[config.mk]
export PLATFORM = sky130hd
export DESIGN_NAME = smisci_top
export DESIGN_NICKNAME = d
export VERILOG_FILES = /design/src/pkg/smisci_pkg.sv /design/src/rtl/smisci_sticky.sv /design/src/rtl/smisci_router.sv /design/src/rtl/smisci_top.sv
export SDC_FILE = /design/constraint.sdc
export NUM_CORES = 1
export LEC_CHECK = 0
export BUFFER_PORTS_ARGS = -buffer_cell sky130_fd_sc_hd__buf_4
export CAP_MARGIN = 10
export CORE_MARGIN = 4
export CORE_UTILIZATION = 49
export DETAILED_ROUTE_END_ITERATION = 6
export PLACE_DENSITY = 0.76
export SLEW_MARGIN = 25
export SYNTH_ARGS = -nofsm -noshare
export SYNTH_HDL_FRONTEND = slang
export SYNTH_SLANG_ARGS = --single-unit
export TNS_END_PERCENT = 20
[constraint.sdc]
create_clock -name core_clk -period 1.77 [get_ports core_clk]
set_input_delay 0.177 -clock core_clk [delete_from_list [all_inputs] [get_ports core_clk]]
set_output_delay 0.177 -clock core_clk [all_outputs]
set_load 0.01 [all_outputs]
[src/pkg/smisci_pkg.sv]
// Constants and types shared by the SMI/SCI event generator
package smisci_pkg;
  localparam int NEV = 20;
  localparam int NGPI = 8;
  localparam int NSMI = 4;
  localparam int NLINE = 7;
  localparam int NINT = 2;
  // Event status/enable bit positions
  localparam int EV_OVR = 0;
  localparam int EV_RTC = 1;
  localparam int EV_PWB = 2;
  localparam int EV_GBL = 3;
  localparam int EV_TMR = 4;
  localparam int EV_PME = 5;
  localparam int EV_BAT = 6;
  localparam int EV_SWG = 7;
  localparam int EV_GPI = 8;
  localparam int EV_SMI = 16;
  localparam logic [NEV-1:0] DUAL_MASK = 20'h000f6;
  localparam logic [NEV-1:0] SCI_ONLY_MASK = 20'h00009;
  localparam logic [NEV-1:0] SMI_ONLY_MASK = 20'hf0000;
  localparam logic [NEV-1:0] EN_FORCED = 20'h00001;
  // Register byte offsets
  localparam logic [7:0] OFS_STS = 8'h00;
  localparam logic [7:0] OFS_EN = 8'h04;
  localparam logic [7:0] OFS_CTL = 8'h08;
  localparam logic [7:0] OFS_ROUTE = 8'h0c;
  localparam logic [7:0] OFS_ISTS = 8'h10;
  localparam logic [7:0] OFS_IMSK = 8'h14;
  localparam logic [7:0] OFS_STATE = 8'h18;
  // Control register fields
  localparam int CTL_SCI = 0;
  localparam int CTL_GSMI = 1;
  localparam int CTL_REARM = 2;
  localparam int CTL_SWGPE = 3;
  localparam int CTL_APIC = 4;
  localparam int CTL_IRQ = 8;
  // Interrupt status fields
  localparam int INT_SMI = 0;
  localparam int INT_SCI = 1;
  // GPI routing code that selects SCI
  localparam logic [1:0] ROUTE_SCI = 2'h2;
  // SCI line codes; codes from LINE_SHARED up are shared with PCI
  localparam logic [2:0] LINE_IRQ9 = 3'h0;
  localparam logic [2:0] LINE_IRQ11 = 3'h2;
  localparam logic [2:0] LINE_SHARED = 3'h3;
  localparam logic [2:0] LINE_IRQ23 = 3'h6;
  localparam logic [NLINE-1:0] LINE_IDLE = 7'h78;
  // Power state codes
  localparam logic [1:0] PM_S0 = 2'h0;
  localparam logic [1:0] PM_S0IX = 2'h1;
  localparam logic [1:0] PM_S4 = 2'h2;
  localparam logic [1:0] PM_S5 = 2'h3;
  // SMI delivery states, Gray along armed -> send -> hold
  typedef enum logic [1:0] {
    SMI_ARMED = 2'h0,
    SMI_SEND = 2'h1,
    SMI_HOLD = 2'h3
  } smisci_smi_t;
  localparam smisci_smi_t SMI_RST = SMI_ARMED;
endpackage

[src/rtl/smisci_sticky.sv]
// Sticky status bits, write-one-to-clear, set beats clear
`timescale 1ns/10ps
`default_nettype none
module smisci_sticky #(
  parameter int W = 1
) (
  input wire logic core_clk, // Clock
  input wire logic reset_n, // Sync reset
  input wire logic [W-1:0] set, // Event pulses
  input wire logic [W-1:0] clr, // Write-one clears
  output logic [W-1:0] q // Status bits
);
  typedef struct packed {
    logic [W-1:0] bits;
  } smisci_stk_t;
  smisci_stk_t s_q, s_d;
  always_comb begin
    s_d.bits = (s_q.bits & ~clr) | set;
  end
  always_ff @(posedge core_clk) begin
    if (!reset_n) begin
      s_q <= '0;
    end else begin
      s_q <= s_d;
    end
  end
  assign q = s_q.bits;
endmodule
`default_nettype wire

[src/rtl/smisci_router.sv]
// Steers the SCI level onto one legacy or shared IRQ line
`timescale 1ns/10ps
`default_nettype none
module smisci_router (
  input wire logic core_clk, // Clock
  input wire logic reset_n, // Sync reset
  input wire logic level, // SCI active
  input wire logic apic_en, // APIC routing allowed
  input wire logic [2:0] sel, // Line code
  output logic [smisci_pkg::NLINE-1:0] lines // IRQ9..11, IRQ20..23
);
  import smisci_pkg::*;
  typedef struct packed {
    logic [NLINE-1:0] lines;
  } smisci_rt_t;
  smisci_rt_t r_q, r_d;
  logic [2:0] eff;
  always_comb begin
    r_d.lines = LINE_IDLE;
    eff = sel;
    // Legacy mode only knows IRQ 9..11
    if (!apic_en && sel > LINE_IRQ11) begin
      eff = LINE_IRQ9;
    end
    // Shared lines idle high and assert low
    if (level && eff <= LINE_IRQ23) begin
      r_d.lines[eff] = ~LINE_IDLE[eff];
    end
  end
  always_ff @(posedge core_clk) begin
    if (!reset_n) begin
      r_q.lines <= LINE_IDLE;
    end else begin
      r_q <= r_d;
    end
  end
  assign lines = r_q.lines;
endmodule
`default_nettype wire

[src/rtl/smisci_top.sv]
// SMI/SCI event generator with APB register access
// Function
// - An enabled SMI event while the re-arm flag is set clears it and sends one SMI.
// - After an SMI, events stay latched and no SMI is sent until software sets the re-arm flag again.
// - SMI goes out as a sideband wire message, never on a dedicated pin.
// - SCI is a level that holds while any enabled SCI source is active.
// - Without APIC the SCI goes to one of IRQ 9, 10 or 11.
// - With APIC it may go to IRQ 9..11 or 20..23, polarity set by PCI sharing.
// - Each source has its own status bit and, except the always-enabled override, its own enable bit.
// - Dual events give SCI if SCI is selected, else SMI if SMI is on, else none.
// - A GPI gives SCI only with route 10b, its enable and SCI selected; never SMI.
// - Battery low blocks wake from S4/S5 and is an SMI event in S0.
// - Status bits set on their event whatever the enable says.
//
// Design decisions made here: register access over APB and the address map.
`timescale 1ns/10ps
`default_nettype none
module smisci_top (
  input wire logic core_clk, // 100 MHz clock
  input wire logic reset_n, // Sync reset
  input wire logic [7:0] paddr, // APB address
  input wire logic psel, // APB select
  input wire logic penable, // APB enable
  input wire logic pwrite, // APB write
  input wire logic [31:0] pwdata, // APB write data
  output logic [31:0] prdata, // APB read data
  output logic pready, // APB ready
  output logic pslverr, // APB error
  input wire logic button_override, // Override pulse
  input wire logic rtc_alarm, // RTC alarm pulse
  input wire logic power_button, // Button press pulse
  input wire logic global_release, // Global release pulse
  input wire logic pm_timer_overflow, // Timer overflow pulse
  input wire logic bus0_pme, // Bus 0 PME pulse
  input wire logic battery_low_n, // Battery low level
  input wire logic [smisci_pkg::NGPI-1:0] gpi, // GPI levels
  input wire logic [smisci_pkg::NSMI-1:0] smi_event, // SMI-only pulses
  input wire logic [1:0] pm_state, // Power state
  input wire logic wake_request, // Wake source level
  output logic wake_allowed, // Gated wake
  output logic sideband_wire_message, // SMI message valid
  input wire logic sideband_ready, // Message taken
  output logic [smisci_pkg::NLINE-1:0] sci_lines, // IRQ lines
  output logic irq // Interrupt level
);
  import smisci_pkg::*;

  typedef struct packed {
    logic [31:0] prdata;
    logic pslverr;
    logic [NEV-1:0] en;
    logic sci_select;
    logic global_smi_enable;
    logic apic;
    logic [2:0] line;
    logic [2*NGPI-1:0] gpi_route_select;
    logic [NINT-1:0] imsk;
    smisci_smi_t smi;
    logic bat_prev;
    logic [NGPI-1:0] gpi_prev;
    logic sci_prev;
    logic wake;
    logic irq;
  } smisci_st_t;

  localparam smisci_st_t ST_RST = '{
    prdata: 32'h0000_0000,
    pslverr: 1'b0,
    en: '0,
    sci_select: 1'b0,
    global_smi_enable: 1'b0,
    apic: 1'b0,
    line: LINE_IRQ9,
    gpi_route_select: '0,
    imsk: '0,
    smi: SMI_RST,
    bat_prev: 1'b1,
    gpi_prev: '0,
    sci_prev: 1'b0,
    wake: 1'b0,
    irq: 1'b0
  };

  smisci_st_t q, d;
  logic [NEV-1:0] ev_set, ev_clr, ev_sts;
  logic [NINT-1:0] int_set, int_clr, int_sts;
  logic [NEV-1:0] act, dual_smi;
  logic [NGPI-1:0] gpi_sci;
  logic wr, setup, sci_lvl, smi_cause, smi_done;
  logic rearm_wr, swgpe_wr, in_s0, in_s45;

  smisci_sticky #(.W(NEV)) u_ev_sts (
    .core_clk(core_clk),
    .reset_n(reset_n),
    .set(ev_set),
    .clr(ev_clr),
    .q(ev_sts)
  );

  smisci_sticky #(.W(NINT)) u_int_sts (
    .core_clk(core_clk),
    .reset_n(reset_n),
    .set(int_set),
    .clr(int_clr),
    .q(int_sts)
  );

  smisci_router u_router (
    .core_clk(core_clk),
    .reset_n(reset_n),
    .level(sci_lvl),
    .apic_en(q.apic),
    .sel(q.line),
    .lines(sci_lines)
  );

  always_comb begin
    d = q;
    wr = psel & penable & pwrite;
    setup = psel & ~penable;
    rearm_wr = wr && paddr == OFS_CTL && pwdata[CTL_REARM];
    swgpe_wr = wr && paddr == OFS_CTL && pwdata[CTL_SWGPE];
    in_s0 = pm_state == PM_S0;
    in_s45 = pm_state == PM_S4 || pm_state == PM_S5;

    // Status capture ignores the enables
    ev_set = '0;
    ev_set[EV_OVR] = button_override;
    ev_set[EV_RTC] = rtc_alarm;
    ev_set[EV_PWB] = power_button;
    ev_set[EV_GBL] = global_release;
    ev_set[EV_TMR] = pm_timer_overflow;
    ev_set[EV_PME] = bus0_pme;
    ev_set[EV_BAT] = q.bat_prev & ~battery_low_n;
    ev_set[EV_SWG] = swgpe_wr;
    ev_set[EV_GPI +: NGPI] = gpi & ~q.gpi_prev;
    ev_set[EV_SMI +: NSMI] = smi_event;
    ev_clr = (wr && paddr == OFS_STS) ? pwdata[NEV-1:0] : '0;
    d.bat_prev = battery_low_n;
    d.gpi_prev = gpi;

    // Active only while status is set and enabled
    act = ev_sts & (q.en | EN_FORCED);
    for (int i = 0; i < NGPI; i++) begin
      gpi_sci[i] = act[EV_GPI + i]
        && q.gpi_route_select[2*i +: 2] == ROUTE_SCI;
    end
    dual_smi = act & DUAL_MASK;
    // Battery low counts for SMI only when running
    if (!in_s0) begin
      dual_smi[EV_BAT] = 1'b0;
    end

    // SCI select wins over SMI for dual events
    sci_lvl = q.sci_select
      & (|(act & (DUAL_MASK | SCI_ONLY_MASK)) | |gpi_sci);
    smi_cause = q.global_smi_enable
      & ((~q.sci_select & |dual_smi) | |(act & SMI_ONLY_MASK));
    d.sci_prev = sci_lvl;

    // SMI delivery; flag reads set only while armed
    smi_done = q.smi == SMI_SEND && sideband_ready;
    unique case (q.smi)
      SMI_ARMED: begin
        if (smi_cause) begin
          d.smi = SMI_SEND;
        end
      end
      SMI_SEND: begin
        if (sideband_ready) begin
          d.smi = SMI_HOLD;
        end
      end
      SMI_HOLD: begin
        // Events stay latched; re-arm resends if any remain
        if (rearm_wr) begin
          d.smi = SMI_ARMED;
        end
      end
      default: begin
        d.smi = SMI_ARMED;
      end
    endcase

    // Host interrupt bookkeeping
    int_set = '0;
    int_set[INT_SMI] = smi_done;
    int_set[INT_SCI] = sci_lvl & ~q.sci_prev;
    int_clr = (wr && paddr == OFS_ISTS) ? pwdata[NINT-1:0] : '0;
    d.irq = |(int_sts & q.imsk);

    // No wake from S4/S5 on a low battery
    d.wake = wake_request & ~(in_s45 & ~battery_low_n);

    // Register writes
    if (wr) begin
      unique case (paddr)
        OFS_EN: begin
          d.en = pwdata[NEV-1:0];
        end
        OFS_CTL: begin
          d.sci_select = pwdata[CTL_SCI];
          d.global_smi_enable = pwdata[CTL_GSMI];
          d.apic = pwdata[CTL_APIC];
          d.line = pwdata[CTL_IRQ +: 3];
        end
        OFS_ROUTE: begin
          d.gpi_route_select = pwdata[2*NGPI-1:0];
        end
        OFS_IMSK: begin
          d.imsk = pwdata[NINT-1:0];
        end
        default: begin
        end
      endcase
    end

    // Read data prepared in setup so access needs no wait
    if (setup) begin
      d.prdata = 32'h0000_0000;
      d.pslverr = 1'b0;
      unique case (paddr)
        OFS_STS: begin
          d.prdata[NEV-1:0] = ev_sts;
        end
        OFS_EN: begin
          d.prdata[NEV-1:0] = q.en;
        end
        OFS_CTL: begin
          d.prdata[CTL_SCI] = q.sci_select;
          d.prdata[CTL_GSMI] = q.global_smi_enable;
          d.prdata[CTL_REARM] = q.smi == SMI_ARMED;
          d.prdata[CTL_APIC] = q.apic;
          d.prdata[CTL_IRQ +: 3] = q.line;
        end
        OFS_ROUTE: begin
          d.prdata[2*NGPI-1:0] = q.gpi_route_select;
        end
        OFS_ISTS: begin
          d.prdata[NINT-1:0] = int_sts;
        end
        OFS_IMSK: begin
          d.prdata[NINT-1:0] = q.imsk;
        end
        OFS_STATE: begin
          d.prdata[0] = sci_lvl;
          d.prdata[2:1] = q.smi;
          d.prdata[4:3] = pm_state;
          d.prdata[5] = battery_low_n;
          d.prdata[6] = q.wake;
        end
        default: begin
          d.pslverr = 1'b1;
        end
      endcase
      // Writes return zero; only the error flag survives
      if (pwrite) begin
        d.prdata = 32'h0000_0000;
      end
    end
  end

  always_ff @(posedge core_clk) begin
    if (!reset_n) begin
      q <= ST_RST;
    end else begin
      q <= d;
    end
  end

  // Zero-wait slave: every access completes in one cycle
  assign pready = 1'b1;
  assign prdata = q.prdata;
  assign pslverr = q.pslverr & psel & penable;
  assign sideband_wire_message = q.smi == SMI_SEND;
  assign wake_allowed = q.wake;
  assign irq = q.irq;
endmodule
`default_nettype wire

After elaboration in Yosys (flattened, before gate mapping)

Memories as Yosys holds them, arrays and structs flattened.
Cells that the tools add are included.
Widths: inputs -> output; s select.

Flip-flop bits (word level): 120
Memory bits (read-only): 8
Input port bits: 68
Output and inout port bits: 44
Memories: 1

Memories:

| name            | words | bits a word | rd ports | clocked after Yosys merged registers in | wr ports | RTL line            | RTL |
|---|---|---|---|---|---|---|---|
| (no name shown) | 8     | 1           | 1        | 0                                       | 0        | smisci_router.sv:27 | `r_d.lines[eff] = ~LINE_IDLE[eff];` |

$lt $le $gt $ge: 4
Eq/ne operators: 21
Muxes and demuxes: 22
Bitwise gates (word level): 33
Reductions and logical operators: 34

Operators by type and width:

| cell               | number |
|---|---|
| $and 20x20->20     | 2 |
| $mux 20            | 2 |
| $eq 8x5->1 const B | 3 |
| $eq 2x2->1 const B | 11 |
| $not 20->20        | 1 |
| $or 20x20->20      | 1 |
| $logic_and 1x1->1  | 17 |
| $eq 8x4->1 const B | 2 |
| $reduce_or 8->1    | 2 |
| $pmux 5 s3         | 1 |
| $pmux 2 s7         | 1 |
| $and 1x1->1        | 12 |
| $pmux 3 s4         | 1 |
| $pmux 1 s5         | 2 |
| $reduce_and 2->1   | 5 |
| $and 8x8->8        | 1 |
| $eq 8x3->1 const B | 1 |
| $logic_not 8->1    | 1 |
| $mux 2             | 4 |
| $not 8->8          | 1 |
| $pmux 2 s4         | 1 |
| $pmux 4 s2         | 1 |
| $reduce_or 7->1    | 1 |
| $not 1->1          | 6 |
| 27 further kinds   | 34 |

Longest topological paths before layout

Gate-level depths: netlist (run 1).

Depth after elaboration: 9
Depth in mapped cells: 7
Mapped depth without buffers: 4

Modules after synthesis

From an unflattened synthesis (run 1), not the netlist that was laid out.

Cell total of the unflattened synthesis: 545
Area total of the unflattened synthesis: 5121.2 um^2

Modules (own cells, without submodules):

| module                     | times used | cells an instance | area each (um^2) |
|---|---|---|---|
| smisci_top                 | 1          | 455               | 4100.2 |
| smisci_sticky at u_ev_sts  | 1          | 62                | 698.2 |
| smisci_router              | 1          | 22                | 240.2 |
| smisci_sticky at u_int_sts | 1          | 6                 | 82.6 |

Worst setup path after synthesis (run 1)

Ideal clock, no wire load.

Path type: input to register
Start point: input paddr[7]
End point: register q[24] (netlist bit)
Setup time: 72 ps
Data arrival time: 1776 ps
Required time: 1698 ps
Path slack: -78 ps
Stages on the path: 7
Cell sequence: or4_1 buf_2 nor4_4 and2_1 buf_6 buf_6 mux2i_1

Longest elaborated chain between the ends: 2

RTL lines:

| what                              | RTL line          | RTL |
|---|---|---|
| from (decl)                       | smisci_top.sv:21  | `input wire logic [7:0] paddr,` |
| $eq 8x4->1                        | smisci_top.sv:197 | `unique case (paddr)` |
| $reduce_and 2->1 (no source line) | --                |  |
| to (signal assigned)              | smisci_top.sv:265 | `q <= ST_RST;` |
| to (signal assigned)              | smisci_top.sv:267 | `q <= d;` |
| to (decl)                         | smisci_top.sv:84  | `smisci_st_t q, d;` |

Every way passes these cells.
A chain may end at the register's enable or synchronous reset.

Final worst setup path (run 1)

Start point: input paddr[7]
End point: register u_ev_sts.s_q, in the netlist u_ev_sts.q[15]

Longest elaborated chain between the ends: 6

RTL lines:

| what                 | RTL line            | RTL |
|---|---|---|
| $logic_not 8->1      | smisci_top.sv:138   | `ev_clr = (wr && paddr == OFS_STS) ? pwdata[NEV-1:0] : '0;` |
| $logic_and 1x1->1    | smisci_top.sv:138   |  |
| $mux 20              | smisci_top.sv:138   |  |
| $not 20->20          | smisci_sticky.sv:18 | `s_d.bits = (s_q.bits & ~clr) \| set;` |
| $and 20x20->20       | smisci_sticky.sv:18 |  |
| $or 20x20->20        | smisci_sticky.sv:18 |  |
| to (signal assigned) | smisci_sticky.sv:22 | `s_q <= '0;` |
| to (signal assigned) | smisci_sticky.sv:24 | `s_q <= s_d;` |
| to (decl)            | smisci_sticky.sv:16 | `smisci_stk_t s_q, s_d;` |

Every way passes these cells.

==> results of run 1 <==
-- per-layer routing --
layer  part of all wire, %  global-route usage (%)  up-vias
li1                      -                       -     2019
met1                    44                    29.4     2022
met2                    47                    35.5      144
met3                   7.5                    4.09       18
met4                   1.5                    7.66        0
met5                     0                       0        -
-- flip-flops by register name, summed over array words and instances, names as in the netlist --
| register | count |
|---|---|
| prdata | 20 |
| wake_allowed | 1 |
| u_int_sts.q | 2 |
| irq | 1 |
| u_router.lines | 7 |
| u_ev_sts.q | 20 |
| q | 57 |
-- what timing repair did --
item | CTS | global route
hold buffers | 7 | 0
hold endpoints to repair | 7 | 0
buffers inserted | 0 | 0
gates resized for setup | 0 | 0
-- synthesized netlist by cell type (3+ instances only) --
cell type  instances  share of area (%)
and2_1            14                1.7
o21ai_0           22                2.2
inv_1             20                1.5
nor2_1            11               0.82
clkbuf_1          26                1.9
a41oi_1           11                1.9
a31o_2             9                1.6
a21boi_0           5               0.75
or4_1              4               0.60
nor3_1             3               0.30
nand4b_1           8                1.4
nand2_1           99                7.4
dfxtp_1          108                 43
a31oi_1            9                1.1
buf_4             33                4.9
a32o_1             7                1.4
o211ai_1           3               0.45
nor2b_1            8                1.0
a22oi_1           11                1.6
nand3_1            9               0.90
mux2_2            12                2.7
nor3b_1            4               0.60
nand3b_1           3               0.45
nand2b_1           3               0.37
mux2i_1           47                9.4
mux4_2             5                2.2
nor4_1             3               0.37
a22o_1             4               0.70
buf_2              5               0.50
-- area by class of cell --
class | count | share of cell area, %
clock inverters | 4 | 1.65
well taps | 133 | 2.78
multi-input cells | 358 | 40.6
repair buffers | 114 | 15.4
inverters | 20 | 1.25
flip-flops and latches | 108 | 36.1
clock buffers | 10 | 2.30
-- kinds of logic after synthesis --
kind of cell,synth area share [%]
DFF,43.1
muxes,14.3
buffers and inverters,9.40
and+or+nand+nor,18.5
AOI/OAI and AO/OA,14.5
other,0.150
-- power by group --
part / switching (mW) / internal, mW / leakage, nW
clock: 0.817 / 0.966 / 0.118
sequential: 0.0388 / 2.48 / 0.879
combinational: 0.227 / 0.204 / 1.55
-- worst register-to-register path: stages, from the launching register on --
cell and delay, ns:
dfxtp_1 0.36, a222oi_1 0.40, nand2_1 0.14, nor4_2 0.23, buf_4 0.22, nor4_1 0.08
-- how the worst min path moves through the flow --
stage / start / depth (start not counted) / slack (ns) / endpoint
after floorplan: pm_state[1] / 1 / 0.27 / wake_allowed
after global placement: pm_state[1] / 2 / 0.38 / wake_allowed
after detailed placement: pm_state[1] / 2 / 0.39 / wake_allowed
after CTS: gpi[0] / 2 / 0.002 / q[3]
after global routing: gpi[0] / 2 / 0.0008 / q[3]
final: pwdata[19] / 2 / 0.01 / u_ev_sts.q[19]
-- per-stage QoR --
stage               instances  utilization, %  power (mW)  instance area (sq um)
finish                    747            60.8        4.73                   5990
global route              747            60.8        4.90                   5990
CTS                       747            60.8        4.74                   5990
detailed placement        726            57.7        2.99                   5690
global placement          726            57.7        2.97                   5690
floorplan                 553               -        2.81                   5070
==> run metrics, run 1 <==
most frequent cells in the layout dfxtp_1 (108), buf_4 (103), nand2_1 (99), mux2i_1 (47), o21ai_0 (22); HPWL Detailed about 9.0 mm; Final Hold Fails 0; Row Count 36; Netlist cell types 53; Yosys reg bits between 100 and 150; Syn. warnings 0; Layout Nets around 680; CTS tree built; Worst Setup SP paddr[7]; Setup-failing EPs final 0; status finished, final reports clean; CP Data Required Time between 2 and 2.5 ns; Tcrit/Tclk final 89.9%; Setup TNS 0 ns; number of global-route vias before repair between 4000 and 5000; worst min-delay path class in2reg; pwr dens 790 nW/um^2; Wirelength per Cell 16.9 um; RR Endpoint u_router.lines[1]; Initial Utilization 50.9%; end point of the critical path u_ev_sts.q[15]; static leakage 2.55 nW; CP Depth 6; Clock Latency Late Sink 0.38 ns; peak per-stage delay on the critical path 0.55 ns; GRT Util Overall between 20% and 30%; Post-synth ARST share 0%; Crit Reg-Reg Startpoint u_ev_sts.q[4]; Most common cell on crit path buf_4; I/O Buffers 86; CP Cell Sequence buf_4 > or4_4 > nor4_4 > buf_4 > a31oi_1 > a31o_2; Max Cap Violations 0; GRT overflow 0; Die X 109 um; DRC 0; I/O Pins 112; TritonRoute pass-1 iters 5; CP delay by family, top simple AND/OR/NAND/NOR gates; # H-tree levels 3; area grow syn2layout 19.5%; Worst R2R Setup Slack between 0.2 and 0.25 ns; Mapped Area ~5000 sq um; initial antenna violation count 0; area of the multi-input gates 2430 sq um; post-synthesis sequential area ratio 43.1%; Cells after Synth 542; fin crit period 1.59 ns; number of flops mapped to enable cells by yosys 0; Buf/Inv on CP 2; core area ~10000 sq um; critical path type in2reg; global-route wire length before repair 20.4 mm; Slew Viols, Final 0; Top FF cell, synth dfxtp_1; final worst slack ~0.18 ns; Root Driver clkbuf_8; GPL Wtd Cong 0.852; most common cell after layout, fill and taps aside dfxtp_1; share of layout cells above drive strength 1 24.8%; remaining antenna violation count 0; Avg Cell Area, Syn 9.26 sq um; largest net degree at the start of global routing 68; worst hold slack 0.00989 ns; R2R cell count 5; FF/Latch Area approximately 2200 sq um; CTS buffer count 9; worst-path cell with the longest stage delay or4_4; Fillers ~840; n_diodes 0; Startpoint Class input pin; drt total wl between 10 and 15 mm; Clock Skews 0.0113 ns; 1st-iter DRT viols 299; Max Fclk approximately 630 MHz; CP max FO 13; Die Area about 12000 sq um; crit path DAT 1.86 ns; Die H 109 um; average via count per standard cell 5.63; Worst IR Drop VDD 0.466 mV; via count 4203; clk buf depth 2; RSZ-0062 raised after global routing no; Clock Sinks 108; Worst setup EP type register; pre-CTS setup slack -0.174 ns; clk slew on worst S/H paths 0.09 ns
Power figures use the tool's default switching activity.
==> run 2, diff against run 1 <==
- ABC_AREA: default -> 1
- CAP_MARGIN: 10 -> 20
==> run 2 against run 1 <==
Wire length decreased by 2.0%. Utilization decreased by 1.4 points. Sequential cell count is the same. Maximum frequency rose by 8.4%. Die area shrank 2.2%. Clock power rose by 2%. Sequential share of layout area up 1.2 points. Worst setup slack better by 0.12 ns. Highest routed layer unchanged.
==> run metrics, run 2 <==
Max Fclk 681 MHz (+8.4%); clk slew on worst S/H paths 0.11 ns (+0.02 ns); CP max FO 3 (-10); worst min-delay path class in2reg; Crit Reg-Reg Startpoint u_ev_sts.q[1]; number of flops mapped to enable cells by yosys 0 (unchanged); Final Hold Fails 0 (unchanged); fin crit period 1.47 ns (-0.124 ns); RSZ-0062 raised after global routing no; 1st-iter DRT viols 343 (+15%); Layout Nets 802 (+18%); I/O Buffers 86 (unchanged); peak per-stage delay on the critical path 0.38 ns (-0.17 ns); number of global-route vias before repair 4202 (+1.5%); final worst slack 0.302 ns (+0.124 ns); status finished, final reports clean; Clock Latency Late Sink 0.37 ns (about the same); CP Data Required Time 2.07 ns (+0.03 ns); FF/Latch Area 2160 sq um (unchanged); Tcrit/Tclk final 82.9% (-7.0 points); Post-synth ARST share 0% (unchanged); CP Cell Sequence nand2_1 > nand2_1 > inv_1 > nand2_1 > nor2_1 > nand3_1 > nand3_1 > a21oi_1 > inv_1 > nor2_1; via count 4495 (+6.9%); Initial Utilization 50.1% (-0.75 points); GRT overflow 0 (unchanged); Hold Path Depth 3 (+1); Layout Cells excl Fill 872 (+17%); share of layout cells above drive strength 1 18.8% (-5.9 points); post-synthesis sequential area ratio 44.1% (+1.0 points); critical path type reg2reg; most common cell after layout, fill and taps aside nand2_1; Layout Utilization 59.4% (-1.4 points); clk buf depth 2 (unchanged); Most common cell on crit path nand2_1; Netlist cell types 30 (-43%); Mapped Area 4900 sq um (-2.4%); Die X 108 um (-1.1%); area grow syn2layout 18.5%; Synth area leaders dfxtp_1 (44%), nand2_1 (10%), a21oi_1 (8.8%); worst hold path endpoint q[5]; Wirelength per Cell 14.2 um (-16%); Avg Cell Area, Syn 7.34 sq um (-21%); Worst setup EP type register; core area 9770 sq um (-0.91%); worst-path cell with the longest stage delay dfxtp_1; power consumption 4.66 mW (-1.5%); largest net degree at the start of global routing 36 (-47%); drt total wl 12.4 mm (-2.0%); crit path DAT 1.77 ns (-0.09 ns); Startpoint Class register; TritonRoute pass-1 iters 5 (unchanged); hold buffers post-CTS 4 (-3); Die H 108 um (-1.1%); Clock Sinks 108 (unchanged); DRC 0 (unchanged); n_diodes 0 (unchanged); # placed instances 852 (+17%); I/O Pins 112 (unchanged); area of the multi-input gates 2070 sq um (-15%); most frequent cells in the layout nand2_1 (137), dfxtp_1 (108), buf_4 (98), a21oi_1 (86), inv_1 (83); Setup TNS 0 ns (unchanged); Buf/Inv on CP 2 (unchanged); RR Endpoint u_router.lines[2]; Max Cap Violations 0 (unchanged); initial antenna violation count 0 (unchanged); Slew Viols, Final 0 (unchanged); average via count per standard cell 5.15 (-8.4%); cts repair resizes 0 (unchanged); Worst R2R Setup Slack 0.30 ns (+0.08 ns); remaining antenna violation count 0 (unchanged); CP delay by family, top simple AND/OR/NAND/NOR gates; post-CTS setup buffers 0 (unchanged); Yosys reg bits 108 (unchanged); R2R cell count 10 (+5); Cells after Synth 667 (+23%); Setup-failing EPs final 0 (unchanged); Biggest register q; pwr dens 803 nW/um^2 (+1.7%); Die Area 11700 sq um (-2.2%); max reg flops 57 (unchanged); GRT Util Overall 21.7% (-0.26 points); GPL Wtd Cong 0.910 (+6.8%); Commonest cells post-synth nand2_1 (137), dfxtp_1 (108), a21oi_1 (86), inv_1 (83), o21ai_0 (67); CTS tree built; Worst IR Drop VDD 0.356 mV (-24%); Top FF cell, synth dfxtp_1; pre-CTS setup slack 0.161 ns (+0.335 ns); post-synth top area cell dfxtp_1; Root Driver clkbuf_8; CTS buffer count 9 (unchanged); min-delay src gpi[2]; most frequent cell after synthesis nand2_1; static leakage 2.59 nW (+1.7%); global-route wire length before repair 20.1 mm (-1.4%); Row Count 36 (unchanged); HPWL Detailed 9.31 mm (+3.9%); Synth top area share 44.1% (+1.0 points); Fillers 878 (+4.8%); Clock Skews 0.0182 ns (+0.00690 ns); Syn. warnings 0 (unchanged); # H-tree levels 3 (unchanged)
## run 2: layer usage
metal	vias to the layer above	routed length [um]	part of all wire, %	global-route usage [%]
met5	-	0	0	0
met4	0	240	1.9	6.85
met3	16	801	6.5	2.51
met2	164	5680	46	35.7
met1	2046	5680	46	29.8
li1	2269	-	-	-
## run 2: how the worst max path moves through the flow
stage                     slack, ns          start  depth (start not counted)                end
final                          0.30  u_ev_sts.q[1]                         10  u_router.lines[2]
after floorplan                0.55       paddr[7]                          7     u_ev_sts.q[13]
after global routing           0.08          q[17]                         10  u_router.lines[2]
after CTS                      0.31  u_ev_sts.q[1]                         10  u_router.lines[0]
after global placement         0.20       paddr[5]                         11          prdata[0]
after detailed placement       0.16       paddr[5]                         11          prdata[0]
## run 2: cell type report
| type | instances | area share [%] |
|---|---|---|
| clock buffer | 9 | 2.13 |
| inverter | 84 | 5.43 |
| tap | 133 | 2.87 |
| timing repair buffer | 105 | 14.4 |
| multi-input combinational | 426 | 35.6 |
| sequential | 108 | 37.2 |
| clock inverter | 7 | 2.28 |
## run 2: cells by family after synthesis
| kind of cell | count (synthesis) | synth area share (%) |
|---|---|---|
| DFF | 108 | 44.1 |
| buffers and inverters | 144 | 14.5 |
| AOI/OAI and AO/OA | 185 | 19.7 |
| and+or+nand+nor | 228 | 21.6 |
| other | 2 | 0.153 |
## run 2: per-stage QoR
stage,area [sq um],hold WS (ns)
after CTS,5810,0.000158
after global placement,5510,0.372
after floorplan,4940,0.268
final,5810,0.00381
after global routing,5810,0.00746
after detailed placement,5510,0.377
## run 2: worst min-delay path, cell delays in order
cell and delay (ns):
buf_4 0.08, nand2_1 0.05, inv_1 0.05
## run 2: power by group
| part | internal (mW) | switching (mW) | leakage [nW] |
|---|---|---|---|
| clock network | 0.964 | 0.859 | 0.127 |
| registers | 2.48 | 0.0324 | 0.879 |
| logic | 0.144 | 0.185 | 1.58 |
==> run 3, diff against run 2 <==
- ABC_AREA: 1 -> 0
- CORE_UTILIZATION: 49 -> 54
- PLACE_DENSITY: 0.76 -> 0.8
- clock period: 1.77 -> 1.5 ns (I/O delays scaled with it)
==> run 3 against run 2 <==
The flow now finishes with violations (setup timing). Count of clock-buffer cells in the layout rose by 1. First-iteration DRC count rose by 2.0%. Worst setup slack worse by 0.38 ns. Wire length rose by 5.0%. Clock skew fell by 0.0067 ns. Worst hold slack better by 0.0051 ns. Global-route usage rose by 1.9 points. Power increased by 14%. Non-clock buffer count up 53. Maximum frequency fell by 6.7%. Critical path type unchanged. Largest cell class is now multi-input gates. Largest power group unchanged.
==> run metrics, run 3 (synthesis gave the netlist of run 1 again) <==
status complete, but fails checks; failing checks setup timing; Initial Utilization 56.4% (+6.3 points); final worst slack -0.0731 ns (-0.376 ns); area grow syn2layout 25.6%; Max Fclk 636 MHz (-6.7%); crit path DAT 1.82 ns (+0.05 ns); Biggest register q; RSZ-0062 raised after global routing yes; Row Count 34 (-5.6%); Setup TNS -0.523 ns (-0.523 ns); GRT overflow 0 (unchanged); HPWL Detailed 9.39 mm (+0.81%); Tcrit/Tclk final 105% (+22 points); global-route wire length before repair 21.0 mm (+4.3%); GPL Wtd Cong 0.880 (-3.3%); clk slew on worst S/H paths 0.11 ns (about the same); CTS tree built; switching part of the total power 24.9% (+1.8 points); Pint 4.00 mW (+11%); Clock Latency Late Sink 0.38 ns (about the same); n_diodes 0 (unchanged); number of global-route vias before repair 4321 (+2.8%); via count 4460 (-0.78%); GRT Util Overall 23.6% (+1.9 points); # H-tree levels 3 (unchanged); # placed instances 733 (-14%); clock network power share 33.2% (-5.9 points); I/O Pins 112 (unchanged); Final Hold Fails 0 (unchanged); Die Area 10900 sq um (-6.5%); static leakage 2.74 nW (+5.8%); I/O Buffers 86 (unchanged); CP max FO 5 (+2); Worst IR Drop VDD 0.746 mV (+110%); most common cell after layout, fill and taps aside buf_4; most frequent cells in the layout buf_4 (137), dfxtp_1 (106), nand2_1 (98), mux2i_1 (47), o21ai_0 (21); Layout Nets 723 (-9.9%); part of the power in registers 55.7% (+1.8 points); Worst R2R Setup Slack -0.07 ns (-0.38 ns); clk buf depth 2 (unchanged); CP Data Required Time 1.75 ns (-0.32 ns); TritonRoute pass-1 iters 5 (unchanged); pre-CTS setup slack -0.513 ns (-0.674 ns); Startpoint Class register; remaining antenna violation count 0 (unchanged); worst hold slack 0.00886 ns (+0.00505 ns); end point of the critical path u_router.lines[5]; worst min-delay path class in2reg; pwr dens 844 nW/um^2 (+5.1%); DRC 0 (unchanged); drt total wl 13.0 mm (+5.0%); fin crit period 1.57 ns (+0.106 ns); Fillers 664 (-24%); power consumption 5.32 mW (+14%); Worst Setup SP q[52]; 1st-iter DRT viols 350 (+2.0%); CTS buffer count 9 (unchanged); average via count per standard cell 5.81 (+13%); Die X 104 um (-3.3%); Slew Viols, Final 0 (unchanged); core area 8890 sq um (-9.0%); max reg flops 57 (unchanged); largest net degree at the start of global routing 45 (+25%); Layout Cells excl Fill 767 (-12%); Crit Reg-Reg Startpoint q[52]; Worst setup EP type register; Wirelength per Cell 17.0 um (+19%); RR Endpoint u_router.lines[5]; Root Driver clkbuf_8; Gate power share 11.1% (+4.1 points); Clock Skews 0.0115 ns (-0.00671 ns); share of layout cells above drive strength 1 29.6% (+11 points); critical path type reg2reg; Max Cap Violations 0 (unchanged); P_sw 1.32 mW (+23%); initial antenna violation count 0 (unchanged); Clock Sinks 108 (unchanged); Die H 104 um (-3.3%); Setup-failing EPs final 12 (+12); R2R cell count 5 (-5)
## run 3: changes by cell type in the layout (fill, tap and decap cells not counted), moves of 23 or more
cell     previous run  this run
a21oi_1            86         2
inv_1              83        20
mux2i_1             0        47
o21ai_0            67        21
buf_4              98       137
nand2_1           137        98
nand3_1            32         9
## run 3: cell type report
class	count	area [sq um]	share of cell area (%)
clock inverters	5	62.6	0.992
flip-flops and latches	108	2160	34.3
multi-input cells	358	2480	39.3
well taps	108	135	2.14
clock buffers	10	128	2.02
repair buffers	158	1260	20.0
inverters	20	75.1	1.19
## run 3: power by group through the flow
stage	Sequential, mW	Clock [mW]	Combinational [mW]
6_report	2.96	1.77	0.592
5_1_grt	2.97	1.90	0.644
4_1_cts	2.96	1.78	0.581
3_5_place_dp	3.03	0	0.537
3_3_place_gp	3.03	0	0.525
2_1_floorplan	3.02	0	0.298
## run 3: worst min-delay path by stage
stage | slack [ns] | from | cells after the start | end
final | 0.009 | battery_low_n | 3 | q[11]
after floorplan | 0.24 | pm_state[1] | 1 | wake_allowed
after detailed placement | 0.36 | pm_state[1] | 2 | wake_allowed
after global placement | 0.36 | pm_state[1] | 2 | wake_allowed
after CTS | 0.002 | battery_low_n | 3 | q[11]
after global routing | 0.002 | pwdata[2] | 2 | u_ev_sts.q[2]
## run 3: worst max-delay path, stage by stage (launching register included)
cell      delay, ns
dfxtp_1        0.39
nand4b_1       0.15
nand4_1        0.16
nor4_4         0.08
buf_6          0.14
or4_1          0.51
## run 3: metrics by stage
| step | utilization (%) | instance area [sq um] |
|---|---|---|
| 6_report | 70.9 | 6300 |
| 3_5_place_dp | 65.9 | 5860 |
| 3_3_place_gp | 65.9 | 5860 |
| 2_1_floorplan | - | 5070 |
| 4_1_cts | 70.5 | 6270 |
| 5_1_grt | 70.9 | 6300 |
## run 3: what timing repair did
action,in CTS,in global routing
cloned,1,0
pin swaps,10,1
setup buffers,2,0
resized for setup,11,8
hold endpoints to repair,18,0
hold buffers,16,0
endpoints found under the setup margin,29,54
## run 3: per-layer routing
metal	vias to the layer above	part of all wire [%]	track usage, %	wire [um]
met2	200	46	36.9	5990
met3	19	8.5	5.83	1110
met1	2133	44	32.3	5760
met4	0	1.3	6.46	167
met5	-	0	0	0
li1	2108	-	-	-
